### src/hdl/exc_prio_pkg.sv
// Shared constants and types for the interrupt and exception prioritizer.
// Assumes a single 200 MHz core clock and a 32-bit APB register port.
package exc_prio_pkg;

  // ----------------------------------------------------------------
  // Vector numbers
  // ----------------------------------------------------------------
  localparam logic [7:0] VEC_DIVIDE = 8'h00;
  localparam logic [7:0] VEC_DEBUG = 8'h01;
  localparam logic [7:0] VEC_NMI = 8'h02;
  localparam logic [7:0] VEC_BOUND = 8'h05;
  localparam logic [7:0] VEC_OPCODE = 8'h06;
  localparam logic [7:0] VEC_NO_DEV = 8'h07;
  localparam logic [7:0] VEC_DOUBLE = 8'h08;
  localparam logic [7:0] VEC_BAD_TASK = 8'h0a;
  localparam logic [7:0] VEC_NOT_PRES = 8'h0b;
  localparam logic [7:0] VEC_STACK = 8'h0c;
  localparam logic [7:0] VEC_PROT = 8'h0d;
  localparam logic [7:0] VEC_PAGE = 8'h0e;
  localparam logic [7:0] VEC_FPU_ERR = 8'h10;
  localparam logic [7:0] VEC_ALIGN = 8'h11;
  localparam logic [7:0] VEC_RSV_LO = 8'h12;
  localparam logic [7:0] VEC_RSV_HI = 8'h1f;
  localparam logic [7:0] VEC_RSV_A = 8'h09;
  localparam logic [7:0] VEC_RSV_B = 8'h0f;

  // Longest legal instruction in bytes
  localparam logic [4:0] MAX_INSTR_BYTES = 5'h0f;

  // ----------------------------------------------------------------
  // Register map and fields
  // ----------------------------------------------------------------
  localparam logic [11:0] CTRL_OFS = 12'h000;
  localparam logic [11:0] STATUS_OFS = 12'h004;
  localparam logic [5:0] CTRL_RST = 6'h10;
  localparam int STAT_VEC_LSB = 0;
  localparam int STAT_CLS_LSB = 8;
  localparam int STAT_RST_BIT = 10;
  localparam int STAT_NMIP_BIT = 16;
  localparam int STAT_NMIS_BIT = 17;
  localparam int STAT_ACK_BIT = 18;
  localparam int STAT_BUSY_BIT = 19;

  // Exception class
  typedef enum logic [1:0] {CLS_FAULT, CLS_TRAP, CLS_ABORT, CLS_NMI} exc_class_t;

  // Control word, bit 0 first from the right
  typedef struct packed {
    logic v86_mode;
    logic real_mode;
    logic fpu_emulation_flag;
    logic monitor_coproc_flag;
    logic task_switched_flag;
    logic int_enable;
  } ctrl_t;

  // Reported exception
  typedef struct packed {
    logic valid;
    logic [7:0] vector;
    exc_class_t cls;
    logic restartable;
  } exc_out_t;

  // Reserved vectors that hardware never raises
  function automatic logic is_reserved(input logic [7:0] v);
    return (v == VEC_RSV_A) || (v == VEC_RSV_B) ||
           ((v >= VEC_RSV_LO) && (v <= VEC_RSV_HI));
  endfunction

endpackage

### src/hdl/interrupt_exception_prioritizer.sv
// Interrupt and exception prioritizer of the processor core.
// Assumes the core pulses instr_boundary once per instruction boundary
// and drives its check inputs in that cycle on pclk.
`timescale 1ns/1ps
module interrupt_exception_prioritizer
  import exc_prio_pkg::*;
(
  // Clock and reset
  input wire logic pclk,
  input wire logic presetn,
  // APB slave
  input wire logic [11:0] paddr,
  input wire logic psel,
  input wire logic penable,
  input wire logic pwrite,
  input wire logic [31:0] pwdata,
  output logic [31:0] prdata,
  output logic pready,
  output logic pslverr,
  // External request pins
  input wire logic nmi_request,
  input wire logic maskable_irq_request,
  // Interrupt acknowledge
  output logic inta_req,
  input wire logic ack_valid,
  input wire logic [7:0] ack_vector,
  // Core boundary and debug checks
  input wire logic instr_boundary,
  input wire logic interrupt_return_instr,
  input wire logic dbg_trap,
  input wire logic dbg_exec_break,
  // Fetch and decode checks
  input wire logic fetch_seg_fault,
  input wire logic fetch_seg_not_present,
  input wire logic fetch_page_fault,
  input wire logic illegal_opcode,
  input wire logic prot_only_opcode,
  input wire logic [4:0] instr_len,
  input wire logic priv_violation,
  // Coprocessor checks
  input wire logic wait_opcode,
  input wire logic fpu_opcode,
  input wire logic fpu_error,
  // Memory reference checks
  input wire logic mem_seg_fault,
  input wire logic mem_seg_not_present,
  input wire logic mem_seg_stack,
  input wire logic mem_page_fault,
  // Execution exceptions and software interrupts
  input wire logic exec_exc_valid,
  input wire logic [7:0] exec_exc_vector,
  input wire logic exec_soft_int,
  input wire logic task_state_segment_partial,
  // Delivery tracking
  input wire logic nested_fault,
  input wire logic [7:0] nested_vector,
  input wire logic delivery_done,
  // Selected exception
  output logic exc_valid,
  output logic [7:0] exc_vector,
  output exc_class_t exc_class,
  output logic exc_restartable
);

  // ----------------------------------------------------------------
  // State
  // ----------------------------------------------------------------
  typedef enum logic {ST_RUN, ST_ACK_WAIT} ack_state_t;

  typedef struct packed {
    ctrl_t ctrl;
    logic nmi_pending;
    logic nmi_in_service;
    ack_state_t state;
    logic deliver_busy;
    logic [7:0] deliver_vec;
    exc_out_t out;
    logic [31:0] prdata;
  } state_t;

  state_t s;
  state_t next_s;
  logic nmi_edge;
  logic irq_sync;
  logic cand_valid;
  logic [7:0] cand_vec;
  logic cand_dbg_fault;
  logic cand_trap_src;
  exc_class_t cand_cls;
  logic apb_hit;
  logic [31:0] rd_word;
  logic nested_now;

  // ----------------------------------------------------------------
  // Submodules
  // ----------------------------------------------------------------
  ext_req_sampler u_sampler (
    .pclk(pclk),
    .presetn(presetn),
    .nmi_request(nmi_request),
    .maskable_irq_request(maskable_irq_request),
    .nmi_edge(nmi_edge),
    .irq_sync(irq_sync)
  );

  vector_classifier u_classifier (
    .vector(cand_vec),
    .debug_fault(cand_dbg_fault),
    .trap_source(cand_trap_src),
    .cls(cand_cls)
  );

  // ----------------------------------------------------------------
  // APB decode
  // ----------------------------------------------------------------
  assign apb_hit = (paddr == CTRL_OFS) || (paddr == STATUS_OFS);
  assign pready = 1'b1;
  assign pslverr = psel & penable & ~apb_hit;
  assign prdata = s.prdata;
  assign nested_now = nested_fault & s.deliver_busy;

  // Read mux
  always_comb begin
    rd_word = 32'h0000_0000;
    if (paddr == CTRL_OFS) begin
      rd_word[$bits(ctrl_t)-1:0] = s.ctrl;
    end else if (paddr == STATUS_OFS) begin
      rd_word[STAT_VEC_LSB +: 8] = s.out.vector;
      rd_word[STAT_CLS_LSB +: 2] = s.out.cls;
      rd_word[STAT_RST_BIT] = s.out.restartable;
      rd_word[STAT_NMIP_BIT] = s.nmi_pending;
      rd_word[STAT_NMIS_BIT] = s.nmi_in_service;
      rd_word[STAT_ACK_BIT] = (s.state == ST_ACK_WAIT);
      rd_word[STAT_BUSY_BIT] = s.deliver_busy;
    end
  end

  // ----------------------------------------------------------------
  // Candidate selection: fixed-order priority encoder
  // ----------------------------------------------------------------
  always_comb begin
    cand_valid = 1'b0;
    cand_vec = VEC_DIVIDE;
    cand_dbg_fault = 1'b0;
    cand_trap_src = 1'b0;
    unique case (s.state)
      ST_ACK_WAIT: begin
        if (ack_valid) begin
          cand_valid = 1'b1;
          cand_vec = ack_vector;
          cand_trap_src = 1'b1;
        end
      end
      ST_RUN: begin
        if (nested_now) begin
          cand_valid = 1'b1;
          cand_vec = nested_vector;
          if ((s.deliver_vec != VEC_PAGE) &&
              (nested_vector != VEC_PAGE)) begin
            cand_vec = VEC_DOUBLE;
          end
          if ((s.deliver_vec == VEC_PAGE) &&
              (nested_vector != VEC_PAGE)) begin
            cand_vec = VEC_DOUBLE;
          end
        end else if (instr_boundary) begin
          cand_valid = 1'b1;
          if (dbg_trap) begin
            cand_vec = VEC_DEBUG;
          end else if (dbg_exec_break) begin
            cand_vec = VEC_DEBUG;
            cand_dbg_fault = 1'b1;
          end else if (s.nmi_pending && !s.nmi_in_service) begin
            cand_vec = VEC_NMI;
          end else if (irq_sync && s.ctrl.int_enable) begin
            cand_valid = 1'b0;
          end else if (fetch_seg_fault) begin
            cand_vec = fetch_seg_not_present ? VEC_NOT_PRES : VEC_PROT;
          end else if (fetch_page_fault) begin
            cand_vec = VEC_PAGE;
          end else if (illegal_opcode || (prot_only_opcode &&
                       (s.ctrl.real_mode || s.ctrl.v86_mode))) begin
            cand_vec = VEC_OPCODE;
          end else if ((instr_len > MAX_INSTR_BYTES) || priv_violation) begin
            cand_vec = VEC_PROT;
          end else if (wait_opcode && s.ctrl.task_switched_flag &&
                       s.ctrl.monitor_coproc_flag) begin
            cand_vec = VEC_NO_DEV;
          end else if (fpu_opcode && (s.ctrl.fpu_emulation_flag ||
                       s.ctrl.task_switched_flag)) begin
            cand_vec = VEC_NO_DEV;
          end else if (fpu_opcode && fpu_error) begin
            cand_vec = VEC_FPU_ERR;
          end else if (mem_seg_fault) begin
            cand_vec = mem_seg_not_present ? VEC_NOT_PRES :
                       mem_seg_stack ? VEC_STACK : VEC_PROT;
          end else if (mem_page_fault) begin
            cand_vec = VEC_PAGE;
          end else if (exec_exc_valid &&
                       (exec_soft_int || !is_reserved(exec_exc_vector))) begin
            cand_vec = exec_exc_vector;
            cand_trap_src = exec_soft_int;
          end else begin
            cand_valid = 1'b0;
          end
        end
      end
    endcase
  end

  // ----------------------------------------------------------------
  // Next state
  // ----------------------------------------------------------------
  always_comb begin
    next_s = s;
    next_s.out.valid = 1'b0;
    // NMI return ends service and lets a latched request through
    if (interrupt_return_instr) begin
      next_s.nmi_in_service = 1'b0;
    end
    if (delivery_done) begin
      next_s.deliver_busy = 1'b0;
    end
    // Maskable request accepted: start acknowledge, mask further ones
    if (s.state == ST_RUN && !nested_now && instr_boundary &&
        !dbg_trap && !dbg_exec_break &&
        !(s.nmi_pending && !s.nmi_in_service) &&
        irq_sync && s.ctrl.int_enable) begin
      next_s.state = ST_ACK_WAIT;
      next_s.ctrl.int_enable = 1'b0;
    end
    if (s.state == ST_ACK_WAIT && ack_valid) begin
      next_s.state = ST_RUN;
    end
    // Report the selected exception
    if (cand_valid) begin
      next_s.out.valid = 1'b1;
      next_s.out.vector = cand_vec;
      next_s.out.cls = cand_cls;
      next_s.out.restartable = (cand_cls == CLS_FAULT) &&
                               !task_state_segment_partial;
      next_s.deliver_busy = !cand_trap_src &&
                            (cand_vec >= VEC_BAD_TASK) &&
                            (cand_vec <= VEC_PAGE);
      next_s.deliver_vec = cand_vec;
      if (cand_vec == VEC_NMI && cand_cls == CLS_NMI) begin
        next_s.nmi_pending = 1'b0;
        next_s.nmi_in_service = 1'b1;
        next_s.ctrl.int_enable = 1'b0;
      end
    end
    // A new edge always latches, even in the clearing cycle
    if (nmi_edge) begin
      next_s.nmi_pending = 1'b1;
    end
    // Register access: read data captured in setup, write in access
    if (psel && !penable) begin
      next_s.prdata = rd_word;
    end
    if (psel && penable && pwrite && (paddr == CTRL_OFS)) begin
      next_s.ctrl = ctrl_t'(pwdata[$bits(ctrl_t)-1:0]);
    end
  end

  always_ff @(posedge pclk or negedge presetn) begin
    if (!presetn) begin
      s <= '0;
      s.ctrl <= ctrl_t'(CTRL_RST);
      s.out.cls <= CLS_FAULT;
    end else begin
      s <= next_s;
    end
  end

  // Outputs from registers
  assign exc_valid = s.out.valid;
  assign exc_vector = s.out.vector;
  assign exc_class = s.out.cls;
  assign exc_restartable = s.out.restartable;
  assign inta_req = (s.state == ST_ACK_WAIT);
endmodule // interrupt_exception_prioritizer

### src/hdl/ext_req_sampler.sv
// Synchronises the two external interrupt request pins.
// Assumes the pins are asynchronous to pclk.
`timescale 1ns/1ps
module ext_req_sampler
  import exc_prio_pkg::*;
(
  // Clock and reset
  input wire logic pclk,
  input wire logic presetn,
  // Pins
  input wire logic nmi_request,
  input wire logic maskable_irq_request,
  // Synchronised view
  output logic nmi_edge,
  output logic irq_sync
);

  typedef struct packed {
    logic nmi_s1;
    logic nmi_s2;
    logic nmi_s3;
    logic irq_s1;
    logic irq_s2;
  } samp_state_t;

  samp_state_t s;
  samp_state_t next_s;

  // Two-stage synchronisers, third stage only for the edge
  always_comb begin
    next_s = s;
    next_s.nmi_s1 = nmi_request;
    next_s.nmi_s2 = s.nmi_s1;
    next_s.nmi_s3 = s.nmi_s2;
    next_s.irq_s1 = maskable_irq_request;
    next_s.irq_s2 = s.irq_s1;
  end

  always_ff @(posedge pclk or negedge presetn) begin
    if (!presetn) begin
      s <= '0;
    end else begin
      s <= next_s;
    end
  end

  // Rising edge of the synchronised request
  assign nmi_edge = s.nmi_s2 & ~s.nmi_s3;
  assign irq_sync = s.irq_s2;

endmodule // ext_req_sampler

### src/hdl/vector_classifier.sv
// Maps a vector to its fault, trap, abort or NMI class.
// Purely combinational; the caller registers the result.
`timescale 1ns/1ps
module vector_classifier
  import exc_prio_pkg::*;
(
  // Candidate vector
  input wire logic [7:0] vector,
  input wire logic debug_fault,
  input wire logic trap_source,
  // Result
  output exc_class_t cls
);

  // Class decode
  always_comb begin
    cls = CLS_TRAP;
    if (!trap_source) begin
      unique case (vector)
        VEC_DIVIDE, VEC_BOUND, VEC_OPCODE, VEC_NO_DEV,
        VEC_BAD_TASK, VEC_NOT_PRES, VEC_STACK, VEC_PROT,
        VEC_PAGE, VEC_FPU_ERR, VEC_ALIGN: cls = CLS_FAULT;
        VEC_DEBUG: cls = debug_fault ? CLS_FAULT : CLS_TRAP;
        VEC_NMI: cls = CLS_NMI;
        VEC_DOUBLE: cls = CLS_ABORT;
        default: cls = CLS_TRAP;
      endcase
    end
  end

endmodule // vector_classifier

### config.mk
export PLATFORM = sky130hd
export DESIGN_NAME = interrupt_exception_prioritizer
export DESIGN_NICKNAME = d
export VERILOG_FILES = /design/src/hdl/exc_prio_pkg.sv /design/src/hdl/interrupt_exception_prioritizer.sv /design/src/hdl/ext_req_sampler.sv /design/src/hdl/vector_classifier.sv
export SDC_FILE = /design/constraint.sdc
export NUM_CORES = 1
export LEC_CHECK = 0
export BUFFER_PORTS_ARGS = -buffer_cell sky130_fd_sc_hd__buf_2
export CAP_MARGIN = 40
export CORE_MARGIN = 4
export CORE_UTILIZATION = 45
export CTS_BUF_LIST = sky130_fd_sc_hd__clkbuf_16
export DETAILED_ROUTE_END_ITERATION = 7
export GPL_ROUTABILITY_DRIVEN = 0
export GPL_TIMING_DRIVEN = 0
export PLACE_DENSITY = 0.8
export SYNTH_ARGS = -nofsm -noshare
export SYNTH_HDL_FRONTEND = slang
export SYNTH_HIERARCHICAL = 1
export SYNTH_SLANG_ARGS = --single-unit
### constraint.sdc
create_clock -name pclk -period 5.9 [get_ports pclk]
set_input_delay 0.885 -clock pclk [delete_from_list [all_inputs] [get_ports pclk]]
set_output_delay 0.885 -clock pclk [all_outputs]
set_load 0.01 [all_outputs]
==> run_results.csv <==
group,metric,value,unit
job,timing.max_cap.violations,0,
critical_path,path_cells,"buf_2 > or4_4 > a2bb2oi_4 > a21boi_0 > o311ai_0 > and2_1 > inv_1 > nand3b_1 > a21oi_1 > o311ai_2 > nand3b_1 > nor4_4 > a31oi_1",
route,wire_per_inst,14.7,microns
clock_network,cts_max_level,2,
yosys,avgSynthCellArea,9.29,sq um
power_and_ir_drop,p_leak,1.95,nW
yosys,ys_seq_elements,42,
critical_path,cp.required,6040,ps
worst_hold_path,min_to,"u_sampler/next_s[2]$_DFF_PN0_",
sta,setup_viol,0,
route,first_pass_iters,4,
yosys,syn_area,2820,sq um
critical_path,r2r-start,"inta_req$_DFFE_PN0P_",
sta,fmax,0.270,GHz
yosys,synth_area_leader_cell,"dfrtp_1",
floorplanning,die_y,87.2,microns
critical_path,ff2ff_path_depth,13,
clock_network,clock_latency,280,ps
clock_network,post_cts_buffers,0,
yosys,synthAdderAreaFrac,0,%
route,route.antenna.remaining_nets,0,
yosys,synth_area_leaders,"dfrtp_1 36%, buf_4 11%, nand2_1 4.4%",
yosys,ys_top_cells_by_count,"43 x buf_4, 41 x dfrtp_1, 33 x nand2_1, 14 x nor2_1",
clock_network,cts_tree,"yes",
critical_path,critical-path-max-stage-delay,570,ps
sta,finalWorstSetupSlack,2190,ps
global_routing,grt_max_degree,29,
sta,maxSlewViolCount,0,
yosys,yosys_warnings,6,
power_and_ir_drop,power.density,182,nW/um^2
status,outcome,"completed",
cells_and_area,antenna_cells,0,
yosys,synth-xor-area-share,0.310,%
floorplanning,fp.dieW,87.2,microns
yosys,synth-simple-area-share,21.5,%
sta,period_needed,3710,ps
route,routed_wl,7400,microns
route,drc,0,
sta,post-route-period-util,62.9,%
cells_and_area,finish.instance_area,3630,sq um
placed_design,dp_slack,1990,ps
route,drt_iter0_markers,115,
yosys,synth_cell_type_count,58,
cells_and_area,area.growth.synth_to_final,28.7,%
floorplanning,initial_core_util,47.1,%
clock_network,clock_sinks,42,
clock_network,cts_hold_buffers,0,
worst_hold_path,hold_path.class,"reg2reg",
route,vias,2610,
clock_network,clk_pin_slew_worst_paths,50,ps
global_routing,antenna_found_initial,0,
critical_path,reg2reg_slack,2910,ps
critical_path,crit_top_cell,"nand3b_1",
worst_hold_path,whs_path_depth,0,
global_routing,grt_pass1_wl,11900,microns
yosys,ys.flop_type,"dfrtp_1",
critical_path,worstPathArrival,3850,ps
global_routing,grt_overflow,0,
critical_path,rr_endpoint,"s[56]$_DFF_PN0_",
sta,rsz0062_at_grt,"no",
clock_network,cts-root-buf,"clkbuf_16",
floorplanning,rows,28,
cells_and_area,drive_gt1_share,40.7,%
yosys,ys_seq_area_share,37.3,%
yosys,synth_top_family_by_area,"simple AND/OR/NAND/NOR gates",
floorplanning,coreArea,5990,sq um
sta,hold_viol_final,0,
cells_and_area,nNetsFinal,530,
floorplanning,ios,150,
yosys,synth.mux.area_fraction,5.32,%
critical_path,path_class,"in2reg",
clock_network,cts.repair.resized,0,
critical_path,startpoint_type,"input port",
yosys,synthArstFlopShare,100,%
clock_network,cts_buffers,5,
sta,tns,0,ps
critical_path,crit_path_max_fanout,7,
yosys,netlist_instances,304,
global_routing,grt_usage,19.9,%
sta,slew_headroom,41.7,%
yosys,synth_edf_count,0,
clock_network,cts_max_path_buffers,2,
yosys,yosysMostFrequentCell,"buf_4",
critical_path,worst_path_max_delay_cell,"or4_4",
yosys,synth-compound-area-share,21.1,%
placed_design,post_dp_cell_area,3490,sq um
floorplanning,die-area,7610,sq um
critical_path,crit_path_end_kind,"flop",
placed_design,portBuffers,99,
sta,tightest_slew,867,ps
route,routed_via_density,5.19,
sta,fin_worst_skew,4.40,ps
worst_hold_path,min_from,"u_sampler/next_s[3]$_DFF_PN0_",
placed_design,dp_hpwl,6140,microns
power_and_ir_drop,vdd_drop_max,118,uV
yosys,synth_top_area_share,36.3,%
global_routing,grt_pass1_vias,2553,
-- cells by family after synthesis --
logic type      Yosys count
other cells               2
xor+xnor                  1
compound gates           74
buf+inv                  62
flops                    42
mux                      14
simple gates            109
-- registers in the layout, indices dropped and copies added (netlist names) --
register / count
exc_restartable: 1
exc_class: 2
exc_valid: 1
prdata: 15
u_sampler/s: 1
s: 9
u_sampler/next_s: 3
u_sampler/irq_sync: 1
exc_vector: 8
inta_req: 1
-- through the flow --
stage | hold slack, ps | std cells | util [%] | power [mW]
5_1_grt | 354 | 503 | 60.7 | 0.689
3_3_place_gp | 338 | 494 | 58.0 | 0.404
3_5_place_dp | 335 | 495 | 58.3 | 0.408
4_1_cts | 348 | 503 | 60.7 | 0.666
6_report | 347 | 503 | 60.7 | 0.661
2_1_floorplan | 331 | 320 | - | 0.360
-- how the worst max path moves through the flow --
stage                     slack (ps)               start  cells past startpoint         endpoint
final                           2190  exec_exc_vector[5]                     13  s[56]$_DFF_PN0_
after global routing            1960  exec_exc_vector[5]                     13  s[56]$_DFF_PN0_
after CTS                       2220  exec_exc_vector[5]                     13  s[56]$_DFF_PN0_
after detailed placement        1990  exec_exc_vector[5]                     13  s[56]$_DFF_PN0_
after global placement          2020  exec_exc_vector[5]                     13  s[56]$_DFF_PN0_
after floorplan                 2540  exec_exc_vector[5]                     12  s[56]$_DFF_PN0_
-- layout by cell type (no fill, tap or decap), types with 3 or more instances in the layout --
cell / synthesis / final
a21oi_1: 8 / 8
dfrtp_1: 41 / 41
nand3_1: 12 / 12
nand4_1: 7 / 7
a31oi_1: 5 / 5
a22o_1: 12 / 12
buf_4: 43 / 43
and2_1: 4 / 4
conb_1: 2 / 18
clkbuf_16: 0 / 5
o21ai_0: 8 / 8
inv_1: 11 / 11
nor2_1: 14 / 14
mux2_2: 8 / 8
nor3_1: 8 / 8
nand2b_1: 7 / 7
buf_2: 0 / 99
o31ai_1: 7 / 7
and3_1: 4 / 4
nand2_1: 33 / 33
a21o_1: 6 / 6
o211ai_1: 3 / 3
clkbuf_1: 7 / 7
nand3b_1: 3 / 3
mux2i_1: 6 / 6
-- power by group --
part / leakage, nW / internal, mW / switching (mW)
clock: 0.0672 / 0.154 / 0.103
combinational: 1.32 / 0.0513 / 0.0551
sequential: 0.558 / 0.294 / 0.00371
-- per-layer routing --
metal	GRT usage (%)	vias to the layer above	part of all wire (%)
met5	0	-	0
met4	6.42	0	1.8
met3	3.12	11	7.8
met2	35.0	105	50
met1	25.0	1198	41
li1	-	1296	-
-- final cells by class --
type,instances,area [sq um]
multi-input combinational,216,1430
clock inverter,3,16.3
timing repair buffer,100,515
clock buffer,5,125
buffer,51,360
inverter,11,41.3
tap,75,93.8
fill,552,2360
sequential,42,1050
-- critical path: cells and delay by family --
family,cells,cell delay (ps)
AND/OR/NAND/NOR,5,1400
buffers and inverters,2,290
AO/OA/AOI/OAI,6,1270
Note: power is estimated with default switching activity, not from simulation.
